`src/brownout_reset_pkg.sv`:
```
package brownout_reset_pkg;

	// Register word addresses; a register's byte address is four times this.
	localparam logic [7:0] STATUS_IDX      = 8'h03;
	localparam logic [7:0] PWRCTL_IDX      = 8'h8E;
	localparam logic [7:0] CFG_IDX         = 8'hC0;
	localparam logic [7:0] CAUSE_IDX       = 8'hC1;

	// Bit positions.
	localparam int BOR_BIT                 = 0;
	localparam int POR_BIT                 = 1;
	localparam int SLEEP_BIT               = 3;
	localparam int TIMEOUT_BIT             = 4;

	// Configuration word layout.
	localparam int CFG_MODE_LO             = 0;
	localparam int CFG_POWERUP_TIMER_DIS_BIT        = 2;
	localparam int CFG_EXTCLK_BIT          = 3;
	localparam logic [3:0] CFG_RESET       = 4'hF;

	// Brown-out modes.
	localparam logic [1:0] BOR_MODE_OFF    = 2'h0;
	localparam logic [1:0] BOR_MODE_SLEEP  = 2'h2;

	// Timing.
	localparam int CLK_MHZ                 = 100;
	localparam int POWERUP_TIMER_MS                 = 64;
	localparam int RC_KHZ                  = 31;
	localparam int POWERUP_TIMER_TICKS              = POWERUP_TIMER_MS * RC_KHZ;
	localparam int RC_DIV                  = (CLK_MHZ * 1000) / RC_KHZ;
	localparam int BOR_QUAL_US             = 2;
	localparam int BOR_QUAL_CYC            = BOR_QUAL_US * CLK_MHZ;
	localparam int OST_TICKS               = 1024;

	// Reset class enumeration.
	typedef enum logic [2:0]
	{
		CAUSE_NONE    = 3'b000,
		CAUSE_POR     = 3'b001,
		CAUSE_BOR     = 3'b010,
		CAUSE_WDT     = 3'b011,
		CAUSE_WDTWAKE = 3'b100,
		CAUSE_EXTRUN  = 3'b101,
		CAUSE_EXTSLP  = 3'b110
	} cause_t;

	typedef enum logic [2:0]
	{
		SEQ_POR  = 3'b000,
		SEQ_SUP  = 3'b001,
		SEQ_POWERUP_TIMER = 3'b010,
		SEQ_OST  = 3'b011,
		SEQ_PIN  = 3'b100,
		SEQ_RUN  = 3'b101
	} seq_t;

endpackage

```
`src/rc_tick_counter.sv`:
```
`timescale 1ns/1ps
module rc_tick_counter
#(
	parameter int TICKS = 16
)
(
	// Clock and reset.
	input  wire logic mclk,
	input  wire logic rst_b,
	// Control.
	input  wire logic clear,
	input  wire logic tick,
	// Result.
	output logic      done
);
	localparam int W = $clog2(TICKS + 1);
	logic [W-1:0] count_reg;
	logic [W-1:0] count_next;
	wire          atEnd = (count_reg == W'(TICKS));

	// Counts ticks of the slow RC clock, not mclk cycles.
	assign count_next = clear ? '0 : ((tick && !atEnd) ? count_reg + 1'b1
		: count_reg);
	assign done = atEnd && !clear;

	always_ff @(posedge mclk or negedge rst_b)
	begin
		if (!rst_b)
			count_reg <= '0;
		else
			count_reg <= count_next;
	end
endmodule

```
`src/brownout_reset_sequencer.sv`:
```
// Operation
// Two-bit mode picks brown-out behaviour; mode 10 disables detector during sleep.
// Mode 00 turns detector off; brown-out flag then carries no meaning.
// Reset only after low supply persists beyond the qualification time.
// After any reset, core stays in reset while supply is low.
// Enabled power-up timer adds 64 ms reset after supply clears.
// One configuration bit enables or disables the power-up timer.
// That bit is active low: set disables, cleared enables the timer.
// Supply dip during power-up timer re-enters reset and restarts full time.
// Power-up timer starts after power-on; start-up timer after power-up timer.
// External clock with timer disabled gives no time-out at all.
// Time-outs run regardless of pin; late pin release starts at once.
// Power-control register at 8Eh holds only two cause flags.
// Bit 0 brown-out flag: cleared by brown-out, set by software.
// Bit 1 power-on flag: cleared at power-on only, set by software.
// Unimplemented bits read zero and ignore writes.
// Core flags: bit 4 time-out flag, bit 3 sleep-entry flag.
// Time-out and sleep flags follow the reset class.
// Watchdog wake-up resumes operation without a register reset.
// All sources merge into one reset held until every condition clears.
// Power-up time-out counts ticks of the internal RC clock.
//
// The Avalon-MM register port was decided locally.
`timescale 1ns/1ps
module brownout_reset_sequencer
	import brownout_reset_pkg::*;
#(
	parameter int POWERUP_TIMER_COUNT = brownout_reset_pkg::POWERUP_TIMER_TICKS,
	parameter int RC_DIVIDE  = brownout_reset_pkg::RC_DIV,
	parameter int OST_COUNT  = brownout_reset_pkg::OST_TICKS,
	parameter int QUAL_COUNT = brownout_reset_pkg::BOR_QUAL_CYC
)
(
	// Clock and power-on reset.
	input  wire logic        mclk,
	input  wire logic        rst_b,
	// Analog side and pins.
	input  wire logic        supplyLow,
	input  wire logic        external_reset_pin_b,
	input  wire logic        watchdogTimeout,
	input  wire logic        sleepActive,
	// Core side.
	output logic             coreReset,
	output logic             brownoutEnable,
	output logic             warmReset,
	// Avalon-MM slave.
	input  wire logic [9:0]  avs_address,
	input  wire logic        avs_read,
	input  wire logic        avs_write,
	input  wire logic [31:0] avs_writedata,
	input  wire logic [3:0]  avs_byteenable,
	output logic [31:0]      avs_readdata,
	output logic             avs_waitrequest,
	output logic [1:0]       avs_response
);
	import brownout_reset_pkg::*;

	localparam int QW = $clog2(QUAL_COUNT + 1);
	localparam int DW = $clog2(RC_DIVIDE + 1);

	seq_t         state_reg;
	seq_t         state_next;
	cause_t       cause_reg;
	logic [3:0]   cfg_reg;
	logic [1:0]   pwrctl_reg;
	logic         timeout_reg;
	logic         sleep_reg;
	logic [QW-1:0] qual_reg;
	logic [DW-1:0] div_reg;
	logic [31:0]  readdata_reg;
	logic         ack_reg;

	// Decoding of configuration.
	wire [1:0] borMode   = cfg_reg[CFG_MODE_LO +: 2];
	wire       pwrtDis   = cfg_reg[CFG_POWERUP_TIMER_DIS_BIT];
	wire       extClock  = cfg_reg[CFG_EXTCLK_BIT];
	wire       pwrtOn    = !pwrtDis;
	// Detector off in mode 00, and off in sleep for mode 10.
	wire       borActive = (borMode != BOR_MODE_OFF) &&
		!((borMode == BOR_MODE_SLEEP) && sleepActive);
	wire       lowSeen   = borActive && supplyLow;

	// Qualification filter ignores short dips of the supply.
	wire       brownout  = lowSeen && (qual_reg == QW'(QUAL_COUNT));
	wire [QW-1:0] qualNext = !lowSeen ? '0 :
		(brownout ? qual_reg : qual_reg + 1'b1);

	// Divider forms the internal RC clock tick.
	wire       rcTick    = (div_reg == DW'(RC_DIVIDE - 1));
	wire [DW-1:0] divNext = rcTick ? '0 : div_reg + 1'b1;

	wire       pwrtDone;
	wire       ostDone;
	wire       supplyOk  = !(borActive && supplyLow);
	wire       pinLow    = !external_reset_pin_b;

	// A brown-out during the power-up timer clears it back to start.
	rc_tick_counter #(.TICKS(POWERUP_TIMER_COUNT)) pwrtCounter
	(
		.mclk  (mclk),
		.rst_b (rst_b),
		.clear (state_reg != SEQ_POWERUP_TIMER),
		.tick  (rcTick),
		.done  (pwrtDone)
	);

	rc_tick_counter #(.TICKS(OST_COUNT)) ostCounter
	(
		.mclk  (mclk),
		.rst_b (rst_b),
		.clear (state_reg != SEQ_OST),
		.tick  (rcTick),
		.done  (ostDone)
	);

	// Time-out sequence; the pin is checked only after the timers.
	always_comb
	begin
		state_next = state_reg;
		case (state_reg)
			SEQ_POR:
				state_next = SEQ_SUP;
			SEQ_SUP:
				if (supplyOk)
				begin
					if (pwrtOn)
						state_next = SEQ_POWERUP_TIMER;
					else if (extClock)
						state_next = SEQ_PIN;
					else
						state_next = SEQ_OST;
				end
			SEQ_POWERUP_TIMER:
				if (!supplyOk)
					state_next = SEQ_SUP;
				else if (pwrtDone)
					state_next = extClock ? SEQ_PIN : SEQ_OST;
			SEQ_OST:
				if (!supplyOk)
					state_next = SEQ_SUP;
				else if (ostDone)
					state_next = SEQ_PIN;
			SEQ_PIN:
				if (!supplyOk)
					state_next = SEQ_SUP;
				else if (!pinLow)
					state_next = SEQ_RUN;
			SEQ_RUN:
				if (brownout)
					state_next = SEQ_SUP;
				else if (watchdogTimeout && !sleepActive)
					state_next = SEQ_SUP;
				else if (pinLow)
					state_next = SEQ_PIN;
			default:
				state_next = SEQ_POR;
		endcase
	end

	// Classify the event seen in the running state.
	wire    runExit   = (state_reg == SEQ_RUN);
	wire    wdtWake   = runExit && watchdogTimeout && sleepActive;
	cause_t newCause;
	assign newCause = !runExit ? CAUSE_NONE :
		brownout ? CAUSE_BOR :
		(watchdogTimeout && !sleepActive) ? CAUSE_WDT :
		wdtWake ? CAUSE_WDTWAKE :
		(pinLow && sleepActive) ? CAUSE_EXTSLP :
		pinLow ? CAUSE_EXTRUN : CAUSE_NONE;

	// Bus decode; one cycle of wait on every access.
	wire [7:0] wordIdx = avs_address[9:2];
	wire       access  = (avs_read || avs_write) && !ack_reg;
	wire       hitSt   = (wordIdx == STATUS_IDX);
	wire       hitPc   = (wordIdx == PWRCTL_IDX);
	wire       hitCfg  = (wordIdx == CFG_IDX);
	wire       hitCs   = (wordIdx == CAUSE_IDX);
	wire       mapped  = hitSt || hitPc || hitCfg || hitCs;
	wire       wrLow   = avs_write && access && avs_byteenable[0];
	wire       wrPc    = wrLow && hitPc && !coreReset;
	wire       wrCfg   = wrLow && hitCfg;
	// Each register returns only its implemented bits; all other bits read zero.
	wire [31:0] rdMux  =
		hitSt ? {27'h0, timeout_reg, sleep_reg, 3'h0} :
		hitPc ? {30'h0, pwrctl_reg} :
		hitCfg ? {28'h0, cfg_reg} :
		hitCs ? {29'h0, cause_reg} : 32'h0;

	// Flags per reset class; a hardware clear wins over a software set.
	wire porEvt = (state_reg == SEQ_POR);
	wire borEvt = (newCause == CAUSE_BOR);
	wire [1:0] pcNext;
	assign pcNext[POR_BIT] = porEvt ? 1'b0 :
		(wrPc ? avs_writedata[POR_BIT] : pwrctl_reg[POR_BIT]);
	assign pcNext[BOR_BIT] = borEvt ? 1'b0 :
		(wrPc ? avs_writedata[BOR_BIT] : pwrctl_reg[BOR_BIT]);

	always_ff @(posedge mclk or negedge rst_b)
	begin
		if (!rst_b)
		begin
			state_reg    <= SEQ_POR;
			cause_reg    <= CAUSE_POR;
			cfg_reg      <= CFG_RESET;
			pwrctl_reg   <= 2'h0;
			timeout_reg  <= 1'b1;
			sleep_reg    <= 1'b1;
			qual_reg     <= '0;
			div_reg      <= '0;
			readdata_reg <= 32'h0;
			ack_reg      <= 1'b0;
		end
		else
		begin
			state_reg    <= state_next;
			qual_reg     <= qualNext;
			div_reg      <= divNext;
			pwrctl_reg   <= pcNext;
			ack_reg      <= access;
			if (access && avs_read)
				readdata_reg <= rdMux;
			if (wrCfg)
				cfg_reg <= avs_writedata[3:0];
			if (newCause != CAUSE_NONE)
				cause_reg <= newCause;
			// Time-out and sleep flags per reset class.
			case (newCause)
				CAUSE_BOR:
				begin
					timeout_reg <= 1'b1;
					sleep_reg   <= 1'b1;
				end
				CAUSE_WDT:
					timeout_reg <= 1'b0;
				CAUSE_WDTWAKE:
				begin
					timeout_reg <= 1'b0;
					sleep_reg   <= 1'b0;
				end
				CAUSE_EXTSLP:
				begin
					timeout_reg <= 1'b1;
					sleep_reg   <= 1'b0;
				end
				default:
				begin
					timeout_reg <= timeout_reg;
					sleep_reg   <= sleep_reg;
				end
			endcase
		end
	end

	// Core held in reset until every stage has passed.
	assign coreReset       = (state_reg != SEQ_RUN);
	assign warmReset       = coreReset && (cause_reg != CAUSE_POR);
	assign brownoutEnable  = borActive;
	assign avs_waitrequest = (avs_read || avs_write) && !ack_reg;
	assign avs_readdata    = readdata_reg;
	// Unmapped addresses answer with a decode error and zero data.
	assign avs_response    = mapped ? 2'h0 : 2'h3;
endmodule

```
`config.mk`:
```
export PLATFORM = sky130hd
export DESIGN_NAME = brownout_reset_sequencer
export DESIGN_NICKNAME = d
export VERILOG_FILES = /design/src/brownout_reset_pkg.sv /design/src/rc_tick_counter.sv /design/src/brownout_reset_sequencer.sv
export SDC_FILE = /design/constraint.sdc
export NUM_CORES = 1
export LEC_CHECK = 0
export BUFFER_PORTS_ARGS = -buffer_cell sky130_fd_sc_hd__buf_2
export CAP_MARGIN = 20
export CORE_MARGIN = 2
export CORE_UTILIZATION = 50
export DETAILED_ROUTE_END_ITERATION = 10
export PLACE_DENSITY = 0.87
export SYNTH_ARGS = -nofsm -noshare
export SYNTH_HDL_FRONTEND = slang
export SYNTH_SLANG_ARGS = --single-unit
```
`constraint.sdc`:
```
create_clock -name mclk -period 2.9 [get_ports mclk]
set_clock_uncertainty 0.15 [all_clocks]
set_input_delay 0.29 -clock mclk [delete_from_list [all_inputs] [get_ports mclk]]
set_output_delay 0.29 -clock mclk [all_outputs]
set_load 0.05 [all_outputs]
```
==> summary.txt <==
Run status
  • Status: finished, final reports clean

CTS
  • CTS buffer count: 9
  • Clk buf depth: 2
  • CTS clk-pin slew, worst paths: about 0.070 ns
  • CTS HTree Levels: 3
  • Root Driver: clkbuf_8
  • TritonCTS Sinks: 62
  • Clk Latency, worst-skew pair: 0.36 ns
  • CTS tree: done

Final layout
  • NumNets Final: between 400 and 500
  • Inserted Diodes: 0
  • Final core occ: between 50% and 60%
  • Fillers: roughly 600
  • Finished Layout Cells: 516
  • Syn-to-layout area delta: 11.4%
  • Max reg flops: 12
  • Layout cell share with drive strength beyond 1: between 10% and 20%

Global route
  • First-pass GRT wire length: about 12 mm
  • Vias in the first global route: about 2,600
  • Initial antenna violation count: 0
  • GRT Total Usage: 19.5%
  • Gr ovfl total: 0
  • Largest net degree at the start of global routing: 52

Min path
  • Tightest Hold Check Type: input port to register
  • Hold Path Stages: 2

Place
  • Placed cells: between 400 and 500
  • Placement Setup Slack: 0.494 ns
  • Hpwl dp: slightly below 5 mm
  • I/O Buffers: 31
  • GPL Wtd Cong: 0.795

Die
  • Core box area: ~6800 um^2
  • Die footprint: roughly 7800 um^2
  • Row count: 30
  • Ports: 92
  • Initial core utilization: 52.1%
  • Die W: a little under 90 um
  • Chip height: roughly 88 um

Timing
  • Slew HR: approximately half
  • Setup ws final: approximately 0.42 ns
  • Fin crit period: ~2.5 ns
  • Setup_tns: 0 ns
  • RSZ-0062 raised after global routing: false
  • Actual slew at the worst max-slew pin: 0.773 ns
  • Max Fclk: around 400 MHz
  • Final max-slew violation count: 0
  • Setup violators final: 0
  • Tcrit/Tclk final: 85.5%
  • Final-report hold violation count: 0

Logic synthesis
  • Synth unique cells: 54
  • Most used DFF post-synth: dfrtp_1
  • Synth Instances: 379
  • Sequential area share after synthesis: ~44%
  • #FFs+latches synth: 62
  • Synth warn: 0
  • EDFF count, synth: 0
  • Synth Cell Area: 3560 um^2
  • Mapped Avg Cell Area: 9.39 um^2
  • Post-synth ARST share: 100%

Power
  • Power Dens Cells: approximately 570 nW/um^2
  • Leak pwr: around 1.8 nW
  • Worst vdd ir: around 0.25 mV

Detailed routing
  • Vias: 2,788
  • Initial DRC Count: 182
  • WL per Instance: 13.6 um
  • Final ANT Viol Nets: 0
  • DRC Markers: 0
  • First-pass DRT Iterations: 4
  • Routed WL: around 7 mm
  • Vias per cell: 5.40

Worst setup path
  • Setup CP Type: input port to primary output
  • Critical Path Source Type: input port
  • Req. time, crit path: about 2.5 ns
  • Setup crit end kind: primary output
  • CP Max Fanout: 3
  • WP data arrival: 2.04 ns
  • Worst r2r path cells: 7

Run
  • Max-Cap Viols: 0
cell usage in the layout, fill, tap and decap left out, types with 3 or more instances in the layout:
master	n
nor2_1	47
nand2_1	22
nor4b_1	3
a21oi_1	15
inv_1	15
nor3_1	8
nand4b_1	4
xnor2_1	10
buf_2	31
dfstp_2	7
o21ai_0	14
nor2b_1	5
mux2i_1	5
xor2_1	22
o31ai_1	4
dfrtp_1	55
clkbuf_8	13
ha_1	8
and2_1	4
nand2b_1	5
nand3_1	18
and3_1	8
nor4_1	3
nand4_1	13
buf_4	5
conb_1	27
and4_1	4
mux2_2	5
worst max-delay path, stage by stage:
cell	delay, ns
buf_2	0.10
or4b_2	0.70
nor4_1	0.55
nor3_1	0.15
buf_2	0.25
worst paths after layout:
kind                                       from                                   end  slack (ns)
min reg2reg                   ack_reg$_DFF_PN0_                     ack_reg$_DFF_PN0_        0.30
max                              avs_address[7]                       avs_response[1]        0.42
max in group asynchronous                 rst_b                  div_reg[0]$_DFF_PN0_        1.76
min                            avs_writedata[3]                cfg_reg[3]$_DFFE_PN1P_        0.02
min in group asynchronous                 rst_b             pwrctl_reg[0]$_DFFE_PN0P_        0.15
max reg2reg                div_reg[0]$_DFF_PN0_  ostCounter.count_reg[10]$_DFFE_PN0P_        0.56
metal layers:
| layer | global-route usage [%] | vias to the layer above | part of all wire (%) |
|---|---|---|---|
| li1 | - | 1342 | - |
| met3 | 5.04 | 12 | 4.3 |
| met5 | 0 | - | 0 |
| met1 | 25.8 | 1359 | 44 |
| met2 | 30.3 | 75 | 50 |
| met4 | 9.09 | 0 | 2.0 |
cell usage after synthesis, types with 2 or more instances:
master / n / area share (%)
inv_1: 15 / 1.6
a32o_1: 2 / 0.56
and3_1: 8 / 1.4
nor4_1: 3 / 0.53
nor2b_1: 5 / 0.88
xnor2_1: 10 / 2.5
nand4b_1: 4 / 0.98
xor2_1: 22 / 5.4
a21boi_0: 2 / 0.42
or3_1: 2 / 0.35
a22oi_1: 2 / 0.42
and4_1: 4 / 0.98
nand3b_1: 2 / 0.42
clkbuf_1: 10 / 1.1
o21ai_0: 14 / 2.0
nand2_1: 22 / 2.3
and2_1: 4 / 0.70
nand2b_1: 5 / 0.88
nand3_1: 18 / 2.5
o22a_1: 2 / 0.49
mux2i_1: 5 / 1.4
mux2_2: 5 / 1.6
a21oi_1: 15 / 2.1
ha_1: 8 / 2.8
nor4b_1: 3 / 0.74
nor2_1: 47 / 5.0
dfstp_2: 7 / 5.2
nand4_1: 13 / 2.3
o31ai_1: 4 / 0.84
a41oi_1: 2 / 0.49
buf_4: 28 / 5.9
dfrtp_1: 55 / 39
a31oi_1: 2 / 0.35
or3b_2: 2 / 0.49
nor3_1: 8 / 1.1
timing repair:
| item | 4_1_cts | 5_1_grt |
|---|---|---|
| hold endpoints to repair | 0 | 49 |
| gates resized for setup | 0 | 0 |
| hold buffers | 0 | 1 |
| buffers inserted | 0 | 0 |
layout make-up:
class / instances / area, um^2 / share of cell area [%]
clock inverters: 3 / 40.0 / 1.01
clock buffers: 13 / 179 / 4.51
multi-input cells: 288 / 1780 / 45.0
flip-flops and latches: 62 / 1560 / 39.4
repair buffers: 38 / 223 / 5.62
well taps: 96 / 120 / 3.03
inverters: 16 / 60.1 / 1.51
kinds of logic after synthesis:
logic type / Yosys count / share of synthesized area [%]
buffers and inverters: 55 / 8.79
XOR/XNOR: 32 / 7.88
AO/OA/AOI/OAI: 54 / 9.74
multiplexers: 10 / 2.99
adder cells (fa/ha/maj): 8 / 2.81
flip-flops: 62 / 43.8
other: 1 / 0.105
AND/OR/NAND/NOR: 157 / 23.8
power breakdown:
part	total, mW	internal [mW]	switching (mW)
registers	0.971	0.904	0.0671
logic	0.448	0.130	0.318
clock network	0.830	0.488	0.342
total	2.25	1.52	0.727
through the flow:
stage / hold slack, ns / power (mW) / instance area, um^2
3_5_place_dp: 0.293 / 1.42 / 3720
5_1_grt: 0.0112 / 2.35 / 3970
2_1_floorplan: -0.156 / 1.35 / 3660
3_3_place_gp: 0.285 / 1.41 / 3720
4_1_cts: 0.0144 / 2.24 / 3940
6_report: 0.0179 / 2.25 / 3970
No activity file was read; power rests on OpenSTA's default activity.
